<file path="config.mk">
export PLATFORM = sky130hd
export DESIGN_NAME = parallel_port_request_logic
export DESIGN_NICKNAME = d
export VERILOG_FILES = /design/src/common/parport_pkg.sv /design/src/hdl/access_queue.sv /design/src/hdl/parallel_port_request_logic.sv
export SDC_FILE = /design/constraint.sdc
export NUM_CORES = 1
export LEC_CHECK = 0
export BUFFER_PORTS_ARGS = -buffer_cell sky130_fd_sc_hd__buf_2
export CAP_MARGIN = 0
export CORE_MARGIN = 2
export CORE_UTILIZATION = 25
export DETAILED_ROUTE_END_ITERATION = 12
export PLACE_DENSITY = 0.55
export SETUP_SLACK_MARGIN = 0.4
export SLEW_MARGIN = 10
export SYNTH_ARGS = -nofsm -noshare
export SYNTH_HDL_FRONTEND = slang
export SYNTH_SLANG_ARGS = --single-unit
</file>
<file path="constraint.sdc">
create_clock -name clk -period 3.3 [get_ports clk]
set_input_delay 0.33 -clock clk [delete_from_list [all_inputs] [get_ports clk]]
set_output_delay 0.33 -clock clk [all_outputs]
set_load 0.03 [all_outputs]
</file>
<file path="src/common/parport_pkg.sv">
package parport_pkg;

    // ------------------------------------------------------------
    // Operating modes
    // ------------------------------------------------------------
    typedef enum logic [2:0] {
        MODE_OFF,
        MODE_COMPAT,
        MODE_NIBBLE,
        MODE_BYTE,
        MODE_ECP_FWD,
        MODE_ECP_REV
    } port_mode_type;

    // ------------------------------------------------------------
    // Widths
    // ------------------------------------------------------------
    localparam int FLAG_WIDTH   = 16;
    localparam int LINE_COUNT   = 4;
    localparam int DMA_CHANNELS = 2;
    localparam int TALLY_WIDTH  = 2;
    localparam int QUEUE_WIDTH  = 2;
    localparam int QUEUE_DEPTH  = 8;

    // ------------------------------------------------------------
    // Host line indexes into the line vector
    // ------------------------------------------------------------
    localparam int LINE_STROBE   = 0;
    localparam int LINE_AUTOFEED = 1;
    localparam int LINE_SELECTIN = 2;
    localparam int LINE_INIT     = 3;

    // ------------------------------------------------------------
    // Flag, condition and mask bit positions
    // Edge bit 2*i is the rising edge of line i, 2*i+1 the falling
    // ------------------------------------------------------------
    localparam int BIT_REINIT   = 13;
    localparam int BIT_COMMAND  = 14;
    localparam int BIT_DATA     = 15;

    // ------------------------------------------------------------
    // Reset values and counts
    // ------------------------------------------------------------
    localparam logic [15:0] MASK_RESET  = 16'h0000;
    localparam logic [15:0] FLAG_RESET  = 16'h0000;
    localparam logic [15:0] FLAG_USED   = 16'h60FF;
    localparam logic [1:0]  TALLY_LAST  = 2'h3;
    localparam logic [1:0]  TALLY_RESET = 2'h0;

endpackage : parport_pkg

</file>
<file path="src/hdl/access_queue.sv">
`timescale 1ns/10ps
module access_queue #(
    parameter int WIDTH = 2,
    parameter int DEPTH = 8
) (
    input  wire logic             clk,
    input  wire logic             resetn,
    input  wire logic             inValid,
    output logic                  inReady,
    input  wire logic [WIDTH-1:0] inData,
    output logic                  outValid,
    input  wire logic             outReady,
    output logic      [WIDTH-1:0] outData
);
    localparam int AW = $clog2(DEPTH);

    typedef struct packed {
        logic [DEPTH-1:0][WIDTH-1:0] mem;
        logic [AW-1:0]               wrPtr;
        logic [AW-1:0]               rdPtr;
        logic [AW:0]                 count;
    } queue_type;

    queue_type s;
    queue_type next_s;
    logic      push;
    logic      pop;

    assign inReady  = (s.count != (AW+1)'(DEPTH));
    assign outValid = (s.count != '0);
    assign outData  = s.mem[s.rdPtr];
    assign push     = inValid && inReady;
    assign pop      = outValid && outReady;

    always_comb begin
        next_s = s;
        if (push) begin
            next_s.mem[s.wrPtr] = inData;
            next_s.wrPtr        = s.wrPtr + 1'b1;
        end
        if (pop) begin
            next_s.rdPtr = s.rdPtr + 1'b1;
        end
        if (push && !pop) begin
            next_s.count = s.count + 1'b1;
        end else if (pop && !push) begin
            next_s.count = s.count - 1'b1;
        end
    end

    always_ff @(posedge clk or negedge resetn) begin
        if (!resetn) begin
            s <= '0;
        end else begin
            s <= next_s;
        end
    end

    count_range_a: assert property (@(posedge clk) disable iff (!resetn)
        s.count <= (AW+1)'(DEPTH)) else $error("queue count above depth");

endmodule : access_queue

</file>
<file path="src/hdl/parallel_port_request_logic.sv">
`timescale 1ns/10ps
module parallel_port_request_logic (
    input  wire logic                                 clk,
    input  wire logic                                 resetn,
    input  wire parport_pkg::port_mode_type           portMode,
    input  wire logic [parport_pkg::LINE_COUNT-1:0]   hostLines,
    input  wire logic                                 hostReinitReq,
    input  wire logic                                 reverseReady,
    input  wire logic                                 maskWrite,
    input  wire logic [parport_pkg::FLAG_WIDTH-1:0]   maskValue,
    input  wire logic                                 statusClear,
    input  wire logic [parport_pkg::FLAG_WIDTH-1:0]   clearBits,
    input  wire logic                                 dmaSelectBit,
    input  wire logic                                 dmaChannelSelect,
    input  wire logic                                 fullWordEnable,
    input  wire logic                                 expectedCommandPolarity,
    input  wire logic                                 cpuRead,
    input  wire logic                                 cpuWrite,
    output logic                                      cpuReady,
    input  wire logic                                 dmaAck,
    output logic                                      dmaReady,
    output logic                                      accessReq,
    output logic                                      accessIsDma,
    input  wire logic                                 busGrant,
    output logic                                      latchReadStrobe,
    output logic                                      latchWriteStrobe,
    output logic [1:0]                                cpuIrqControlReg,
    output logic                                      controlEventIrq,
    output logic                                      dataXferIrq,
    output logic [parport_pkg::DMA_CHANNELS-1:0]      dmaRequest,
    output logic [parport_pkg::FLAG_WIDTH-1:0]        portIrqFlagReg,
    output logic [parport_pkg::FLAG_WIDTH-1:0]        portConditionReg,
    output logic [parport_pkg::FLAG_WIDTH-1:0]        portIrqMaskReg,
    output logic                                      dataRequestFlag,
    output logic                                      commandStatusFlag,
    output logic                                      hostReinitFlag,
    output logic [parport_pkg::TALLY_WIDTH-1:0]       capturedByteTally,
    output logic                                      byteAck,
    output logic                                      handshakeGo
);
    import parport_pkg::*;

    // ------------------------------------------------------------
    // State
    // ------------------------------------------------------------
    typedef struct packed {
        logic [LINE_COUNT-1:0]  lastLine;
        logic [7:0]             edgeCond;
        logic                   reinitCond;
        logic                   cmdCond;
        logic [FLAG_WIDTH-1:0]  flags;
        logic [FLAG_WIDTH-1:0]  mask;
        logic                   dataReq;
        logic [TALLY_WIDTH-1:0] tally;
        logic                   byteAck;
        logic                   go;
        logic                   rdStrobe;
        logic                   wrStrobe;
        port_mode_type          lastMode;
    } state_type;

    state_type s;
    state_type next_s;

    logic [LINE_COUNT-1:0]  rise;
    logic [LINE_COUNT-1:0]  fall;
    logic [FLAG_WIDTH-1:0]  clr;
    logic [FLAG_WIDTH-1:0]  condNow;
    logic [FLAG_WIDTH-1:0]  condNext;
    logic                   byteIn;
    logic                   cmdHit;
    logic                   wordMode;
    logic                   accessDone;
    logic                   qPush;
    logic                   qPop;
    logic [QUEUE_WIDTH-1:0] qIn;
    logic [QUEUE_WIDTH-1:0] qOut;

    function automatic logic fullWordMode(input port_mode_type m, input logic en);
        fullWordMode = en && (m == MODE_COMPAT || m == MODE_ECP_FWD);
    endfunction : fullWordMode

    function automatic logic [FLAG_WIDTH-1:0] packCond(input logic [7:0] e,
                                                        input logic r, input logic c);
        packCond              = '0;
        packCond[7:0]         = e;
        packCond[BIT_REINIT]  = r;
        packCond[BIT_COMMAND] = c;
    endfunction : packCond

    // ------------------------------------------------------------
    // Access queue toward the bus arbiter
    // ------------------------------------------------------------
    // A DMA acknowledge takes the slot before a processor access
    // so the DMA channel is stalled only while the queue is full.
    assign qPush = dmaAck || cpuRead || cpuWrite;
    assign qIn   = dmaAck ? {(portMode == MODE_NIBBLE || portMode == MODE_BYTE ||
                              portMode == MODE_ECP_REV), 1'b1}
                          : {cpuWrite, 1'b0};

    access_queue #(
        .WIDTH (QUEUE_WIDTH),
        .DEPTH (QUEUE_DEPTH)
    ) accessFifo (
        .clk      (clk),
        .resetn   (resetn),
        .inValid  (qPush),
        .inReady  (dmaReady),
        .inData   (qIn),
        .outValid (accessReq),
        .outReady (busGrant),
        .outData  (qOut)
    );

    assign cpuReady    = dmaReady && !dmaAck;
    assign accessIsDma = qOut[0];
    assign qPop        = accessReq && busGrant;

    // ------------------------------------------------------------
    // Next state
    // ------------------------------------------------------------
    always_comb begin
        next_s     = s;
        rise       = hostLines & ~s.lastLine;
        fall       = ~hostLines & s.lastLine;
        clr        = statusClear ? clearBits : '0;
        // Compat entry clears reinit condition and flag like a write of 1
        if (portMode == MODE_COMPAT && s.lastMode != MODE_COMPAT) begin
            clr[BIT_REINIT] = 1'b1;
        end
        accessDone = s.rdStrobe || s.wrStrobe;
        wordMode   = fullWordMode(portMode, fullWordEnable);
        byteIn     = fall[LINE_STROBE] && (portMode == MODE_COMPAT || portMode == MODE_ECP_FWD);
        cmdHit     = byteIn && portMode == MODE_ECP_FWD &&
                     hostLines[LINE_AUTOFEED] == expectedCommandPolarity;

        next_s.lastLine = hostLines;
        next_s.lastMode = portMode;
        next_s.byteAck  = 1'b0;
        next_s.go       = 1'b0;
        next_s.rdStrobe = qPop && !qOut[1];
        next_s.wrStrobe = qPop && qOut[1];

        if (maskWrite) begin
            next_s.mask = maskValue & (FLAG_USED | (16'h0001 << BIT_DATA));
        end

        // Sticky conditions; the clear loses to a same-cycle set
        next_s.edgeCond   = s.edgeCond & ~clr[7:0];
        next_s.reinitCond = s.reinitCond && !clr[BIT_REINIT];
        next_s.cmdCond = s.cmdCond && !clr[BIT_COMMAND];
        if (s.cmdCond && clr[BIT_COMMAND]) begin
            next_s.go = 1'b1;
        end

        if (portMode != MODE_OFF) begin
            for (int i = 0; i < LINE_COUNT; i++) begin
                if (rise[i]) begin
                    next_s.edgeCond[2*i] = 1'b1;
                end
                if (fall[i]) begin
                    next_s.edgeCond[2*i+1] = 1'b1;
                end
            end
        end
        if (hostReinitReq) begin
            next_s.reinitCond = 1'b1;
        end

        // Data request: cleared by any window access, set wins
        if (accessDone || clr[BIT_DATA]) begin
            next_s.dataReq = 1'b0;
        end
        // Reading a held command byte does not release the host
        if (accessDone && !s.cmdCond && portMode != MODE_NIBBLE) begin
            next_s.go = 1'b1;
        end

        if (cmdHit) begin
            next_s.cmdCond = 1'b1;
        end else if (byteIn && wordMode) begin
            if (s.tally == TALLY_LAST) begin
                next_s.dataReq = 1'b1;
                next_s.tally   = TALLY_RESET;
            end else begin
                next_s.tally   = s.tally + 1'b1;
                next_s.byteAck = 1'b1;
            end
        end else if (byteIn) begin
            next_s.dataReq = 1'b1;
        end else if (reverseReady && portMode != MODE_OFF) begin
            next_s.dataReq = 1'b1;
        end

        if (!fullWordEnable) begin
            next_s.tally = TALLY_RESET;
        end

        // Flags latch masked conditions and stay until cleared
        condNext     = packCond(next_s.edgeCond, next_s.reinitCond, next_s.cmdCond);
        next_s.flags = (s.flags & ~clr & FLAG_USED) | (condNext & s.mask & FLAG_USED);
    end

    always_ff @(posedge clk or negedge resetn) begin
        if (!resetn) begin
            s          <= '0;
            s.mask     <= MASK_RESET;
            s.flags    <= FLAG_RESET;
            s.tally    <= TALLY_RESET;
            s.lastMode <= MODE_OFF;
        end else begin
            s <= next_s;
        end
    end

    // ------------------------------------------------------------
    // Outputs
    // ------------------------------------------------------------
    assign condNow           = packCond(s.edgeCond, s.reinitCond, s.cmdCond);
    assign controlEventIrq   = |s.flags;
    assign dataXferIrq       = s.dataReq && !dmaSelectBit && s.mask[BIT_DATA];
    assign cpuIrqControlReg  = {dataXferIrq, controlEventIrq};
    assign latchReadStrobe   = s.rdStrobe;
    assign latchWriteStrobe  = s.wrStrobe;
    assign portIrqFlagReg    = s.flags;
    assign portConditionReg  = condNow | (FLAG_WIDTH'(s.dataReq) << BIT_DATA);
    assign portIrqMaskReg    = s.mask;
    assign dataRequestFlag   = s.dataReq;
    assign commandStatusFlag = s.cmdCond;
    assign hostReinitFlag    = s.reinitCond;
    assign capturedByteTally = s.tally;
    assign byteAck           = s.byteAck;
    assign handshakeGo       = s.go;

    // No DMA in nibble mode: the data irq there still follows only the select bit and mask
    always_comb begin
        dmaRequest = '0;
        if (s.dataReq && dmaSelectBit && portMode != MODE_NIBBLE) begin
            dmaRequest[dmaChannelSelect] = 1'b1;
        end
    end

    // ------------------------------------------------------------
    // Checks
    // ------------------------------------------------------------
    flag_from_cond_a: assert property (@(posedge clk) disable iff (!resetn)
        (condNow & s.mask & FLAG_USED & ~clr) != '0 |=> (s.flags & $past(condNow & s.mask & FLAG_USED & ~clr))
            == $past(condNow & s.mask & FLAG_USED & ~clr)) else $error("masked condition did not set flag");

    control_irq_or_a: assert property (@(posedge clk) disable iff (!resetn)
        controlEventIrq == (s.flags != '0) && cpuIrqControlReg[0] == controlEventIrq)
        else $error("control irq differs from flag OR");

    data_irq_gate_a: assert property (@(posedge clk) disable iff (!resetn)
        dataXferIrq |-> s.dataReq && !dmaSelectBit && cpuIrqControlReg[1]) else $error("bad data irq");

    dma_no_irq_a: assert property (@(posedge clk) disable iff (!resetn)
        s.dataReq && dmaSelectBit && portMode != MODE_NIBBLE |-> !dataXferIrq && dmaRequest != '0)
        else $error("DMA request missing or data irq raised");

    nibble_no_dma_a: assert property (@(posedge clk) disable iff (!resetn)
        portMode == MODE_NIBBLE |-> dmaRequest == '0) else $error("DMA request in nibble mode");

    strobe_clears_req_a: assert property (@(posedge clk) disable iff (!resetn)
        (latchReadStrobe || latchWriteStrobe) && !byteIn && !reverseReady |=> !dataRequestFlag)
        else $error("data request survived window access");

    grant_strobe_a: assert property (@(posedge clk) disable iff (!resetn)
        qPop |=> latchReadStrobe != latchWriteStrobe ##1 !latchReadStrobe || $past(qPop))
        else $error("latch strobe not issued for grant");

    command_hold_a: assert property (@(posedge clk) disable iff (!resetn)
        cmdHit && !dataRequestFlag && !reverseReady |=> commandStatusFlag && !dataRequestFlag)
        else $error("command byte raised a data request");

    command_no_go_a: assert property (@(posedge clk) disable iff (!resetn)
        commandStatusFlag && !(statusClear && clearBits[BIT_COMMAND]) |=> !handshakeGo)
        else $error("handshake released while command held");

    tally_clear_a: assert property (@(posedge clk) disable iff (!resetn)
        !fullWordEnable |=> capturedByteTally == TALLY_RESET) else $error("tally not cleared");

    word_ack_a: assert property (@(posedge clk) disable iff (!resetn)
        byteIn && !cmdHit && wordMode && capturedByteTally != TALLY_LAST |=> byteAck)
        else $error("intervening byte not acknowledged");

    reinit_clear_a: assert property (@(posedge clk) disable iff (!resetn)
        portMode == MODE_COMPAT && s.lastMode != MODE_COMPAT && !hostReinitReq |=> !hostReinitFlag)
        else $error("reinit not cleared on compat entry");

    mask_hold_a: assert property (@(posedge clk) disable iff (!resetn)
        !maskWrite |=> $stable(portIrqMaskReg)) else $error("mask changed without write");

endmodule : parallel_port_request_logic

</file>
==> impl_metrics.env <==
export IMPL_start_util_pct=25.6
export IMPL_syn_avg_cell_area_um2=11.9
export IMPL_slowest_delay_ns=0.56
export IMPL_syn_to_final_growth_pct=18.5
export IMPL_cts_hold_buf=0
export IMPL_power_frac_clock_pct=29.7
export IMPL_holdCritPathClass="primary input to async pin"
export IMPL_peakVddDrop_mv=0.420
export IMPL_internal_power_mw=2.40
export IMPL_synth_common_cells="71 x dfrtp_1, 53 x buf_4, 31 x mux2_2"
export IMPL_num_rows=44
export IMPL_yosysSeqAreaShare_pct=48.0
export IMPL_comb_power_share_pct=33.2
export IMPL_rrSetupSlack_ns=0.57
export IMPL_setup_viol=0
export IMPL_ys_types=45
export IMPL_worstMarginPinSlew_ns=0.941
export IMPL_critPathCaptureType="register"
export IMPL_grt_pass1_wl_mm=12.9
export IMPL_final_seq_area_um2=1780
export IMPL_port_buffer_count=93
export IMPL_grt_pass1_vias=2415
export IMPL_clk_path_buf_depth=2
export IMPL_drv_slew=0
export IMPL_required_ns=3.51
export IMPL_synth_edff_count=0
export IMPL_worstPathMaxFanout=6
export IMPL_htreeDepth=3
export IMPL_netlist_top_cells_area="dfrtp_1 48%, buf_4 11%, mux2_2 9.4%, a21o_1 3.9%, mux4_2 2.4%"
export IMPL_status="finished, final reports clean"
export IMPL_antenna_found_initial=1
export IMPL_cpLargestDelayFamily="simple AND/OR/NAND/NOR gates"
export IMPL_synthAdderAreaFrac_pct=2.57
export IMPL_synth_xor_area_share_pct=1.89
export IMPL_io_pins=120
export IMPL_clock_sinks=71
export IMPL_cp_common_cell="o211ai_1"
export IMPL_grtUsageMet2_pct=16.8
export IMPL_drt_pass1_iter_count=4
export IMPL_total_power_mw=3.62
export IMPL_p_switching_mw=1.23
export IMPL_synth_cell_area_um2=3700
export IMPL_worst_slack_ns=0.574
export IMPL_cts_root_buf="clkbuf_16"
export IMPL_finalHoldViolations=0
export IMPL_power_static_leakage_nw=2.04
export IMPL_cp_buffers_inverters=1
export IMPL_gp_congestion=0.758
export IMPL_n_antenna_cell=0
export IMPL_r2r_end="accessFifo.s[3]$_DFFE_PN0P_"
export IMPL_numCtsBuffers=9
export IMPL_multi_input_area_um2=1540
export IMPL_busiest_layer="met2"
export IMPL_core_region_area_um2=14500
export IMPL_post_cts_resized=0
export IMPL_maxCapViolCount=0
export IMPL_path_clk_slew_ns=0.06
export IMPL_post_cts_buffers=0
export IMPL_viasPerCell=4.43
export IMPL_synthSimpleGateAreaFrac_pct=13.0
export IMPL_synth_top_family_by_area="simple AND/OR/NAND/NOR gates"
export IMPL_drc=0
export IMPL_period_needed_ns=2.73
export IMPL_hold_ws_ns=0.123
export IMPL_slowest_stage="or4_4"
export IMPL_pre_cts_slack_ns=0.403
export IMPL_seqPwrFrac_pct=37.1
export IMPL_reg2reg_from="accessFifo.s[0]$_DFFE_PN0P_"
export IMPL_drive_above_1_share_pct=42.3
export IMPL_clock_fmax_mhz=367
export IMPL_r2r_cells=8
export IMPL_yosysTopAreaCellShare_pct=48.0
export IMPL_hpwl_mm=6.02
export IMPL_cp_start_kind="register"
export IMPL_relSlewSlack_pct=37.3
export IMPL_setup_worst_path_class="register to register"
export IMPL_synth_async_reset_ratio_pct=100
export IMPL_synthCells=310
export IMPL_fp_dieW_um=126
export IMPL_yosys_mux_area_fraction_pct=13.0
export IMPL_dieHeight_um=126
export IMPL_grt_max_degree=72
export IMPL_ys_ff_latch=71
export IMPL_met3_usage_pct=4.08
export IMPL_clock_skew_final_ns=0.00492
export IMPL_routed_wl_mm=8.07
export IMPL_wl_per_cell_um=14.4
export IMPL_n_fill_cell=1470
export IMPL_yosys_area_top_type="dfrtp_1"
export IMPL_tns_ns=0
export IMPL_met1_usage_pct=13.2
export IMPL_drtIter0Drc=48
export IMPL_die_area_um2=15800
export IMPL_grt_remaining_overflow=0
export IMPL_ys_flop_type="dfrtp_1"
export IMPL_crit_arrival_ns=2.94
export IMPL_clk_latency_ns=0.34
export IMPL_final_nets=431
export IMPL_vias=2481
export IMPL_utilization_pct=30.3
export IMPL_crit_chain="or4_4 > nand2_2 > ha_2 > inv_1 > ha_1 > or4_1 > o211ai_1 > o211ai_1"
export IMPL_synth_most_common_cell="dfrtp_1"
export IMPL_synth_compound_gate_area_share_pct=9.54
export IMPL_cts_tree="built"
export IMPL_grt_total_usage_pct=10.6
export IMPL_rsz0062_at_grt="false"
export IMPL_yosysWarnings=0
export IMPL_power_density_nw_per_um2=827
export IMPL_drtAntennaViolNets=0
export IMPL_period_share_pct=82.6
export IMPL_p_sw_share_pct=33.9
==> power groups by stage <==
| stage | Clock (mW) | Sequential, mW | Combinational [mW] |
|---|---|---|---|
| 2_1_floorplan | 0 | 1.31 | 1.02 |
| 3_3_place_gp | 0 | 1.35 | 1.19 |
| 3_5_place_dp | 0 | 1.36 | 1.22 |
| 4_1_cts | 1.12 | 1.35 | 1.22 |
| 5_1_grt | 1.15 | 1.40 | 1.31 |
| 6_report | 1.08 | 1.34 | 1.20 |
==> metrics by stage <==
step / instance area, µm² / instances
global route: 4380 / 560
floorplan: 3760 / 325
detailed placement: 4040 / 544
CTS: 4380 / 560
global placement: 4040 / 544
finish: 4380 / 560
==> cells in the final DEF, fill, tap and decap left out, types with 3 or more instances in the layout <==
cell       netlist  routed
a21o_1          19      19
a22o_1           9       9
buf_2            0      92
buf_4           53       3
clkbuf_16        0       9
conb_1           1      16
dfrtp_1         71      70
ha_1             6       5
inv_1            4       4
mux2_2          31      31
mux2i_1          4       4
mux4_2           4       4
nand2_1         20      19
nand2b_1         5       5
nand3_1          6       6
nor2_1          10      10
nor3b_1          9       9
nor4_1           5       5
nor4b_2          4       4
o21ai_0          3       3
xnor2_1          6       6
==> how the worst max path moves through the flow <==
stage | startpoint | to | slack [ns] | cells after the start
after floorplan | accessFifo.s[0]$_DFFE_PN0P_ | accessFifo.s[3]$_DFFE_PN0P_ | 0.56 | 8
after global placement | accessFifo.s[0]$_DFFE_PN0P_ | accessFifo.s[3]$_DFFE_PN0P_ | 0.50 | 8
after detailed placement | accessFifo.s[0]$_DFFE_PN0P_ | accessFifo.s[3]$_DFFE_PN0P_ | 0.40 | 8
after CTS | accessFifo.s[0]$_DFFE_PN0P_ | accessFifo.s[3]$_DFFE_PN0P_ | 0.40 | 8
after global routing | accessFifo.s[0]$_DFFE_PN0P_ | accessFifo.s[3]$_DFFE_PN0P_ | 0.42 | 8
final | accessFifo.s[0]$_DFFE_PN0P_ | accessFifo.s[3]$_DFFE_PN0P_ | 0.57 | 8
==> sequential cells by signal, indices dropped and copies added, names as in the netlist <==
signal,cells
latchReadStrobe,1
accessFifo.s,26
handshakeGo,1
hostReinitFlag,1
commandStatusFlag,1
latchWriteStrobe,1
dataRequestFlag,1
condNow,8
portIrqFlagReg,10
capturedByteTally,2
s,7
byteAck,1
portIrqMaskReg,11
==> cells by family after synthesis <==
group / Yosys count
AO/OA/AOI/OAI: 43
other: 1
multiplexers: 39
XOR/XNOR: 8
AND/OR/NAND/NOR: 77
adder cells (fa/ha/maj): 7
flip-flops: 71
buffers and inverters: 64
==> metal layers <==
metal,vias to the layer above,part of all wire [%]
li1,1166,-
met1,1220,44
met2,80,47
met3,13,7.1
met4,2,1.4
met5,-,0.16
==> layout make-up <==
class	count	area share [%]
clock buffers	11	5.77
flip-flops and latches	71	40.6
multi-input cells	190	35.2
well taps	184	5.25
clock inverters	5	1.83
repair buffers	95	11.0
inverters	4	0.343
Note: power is estimated with default switching activity, not from simulation.
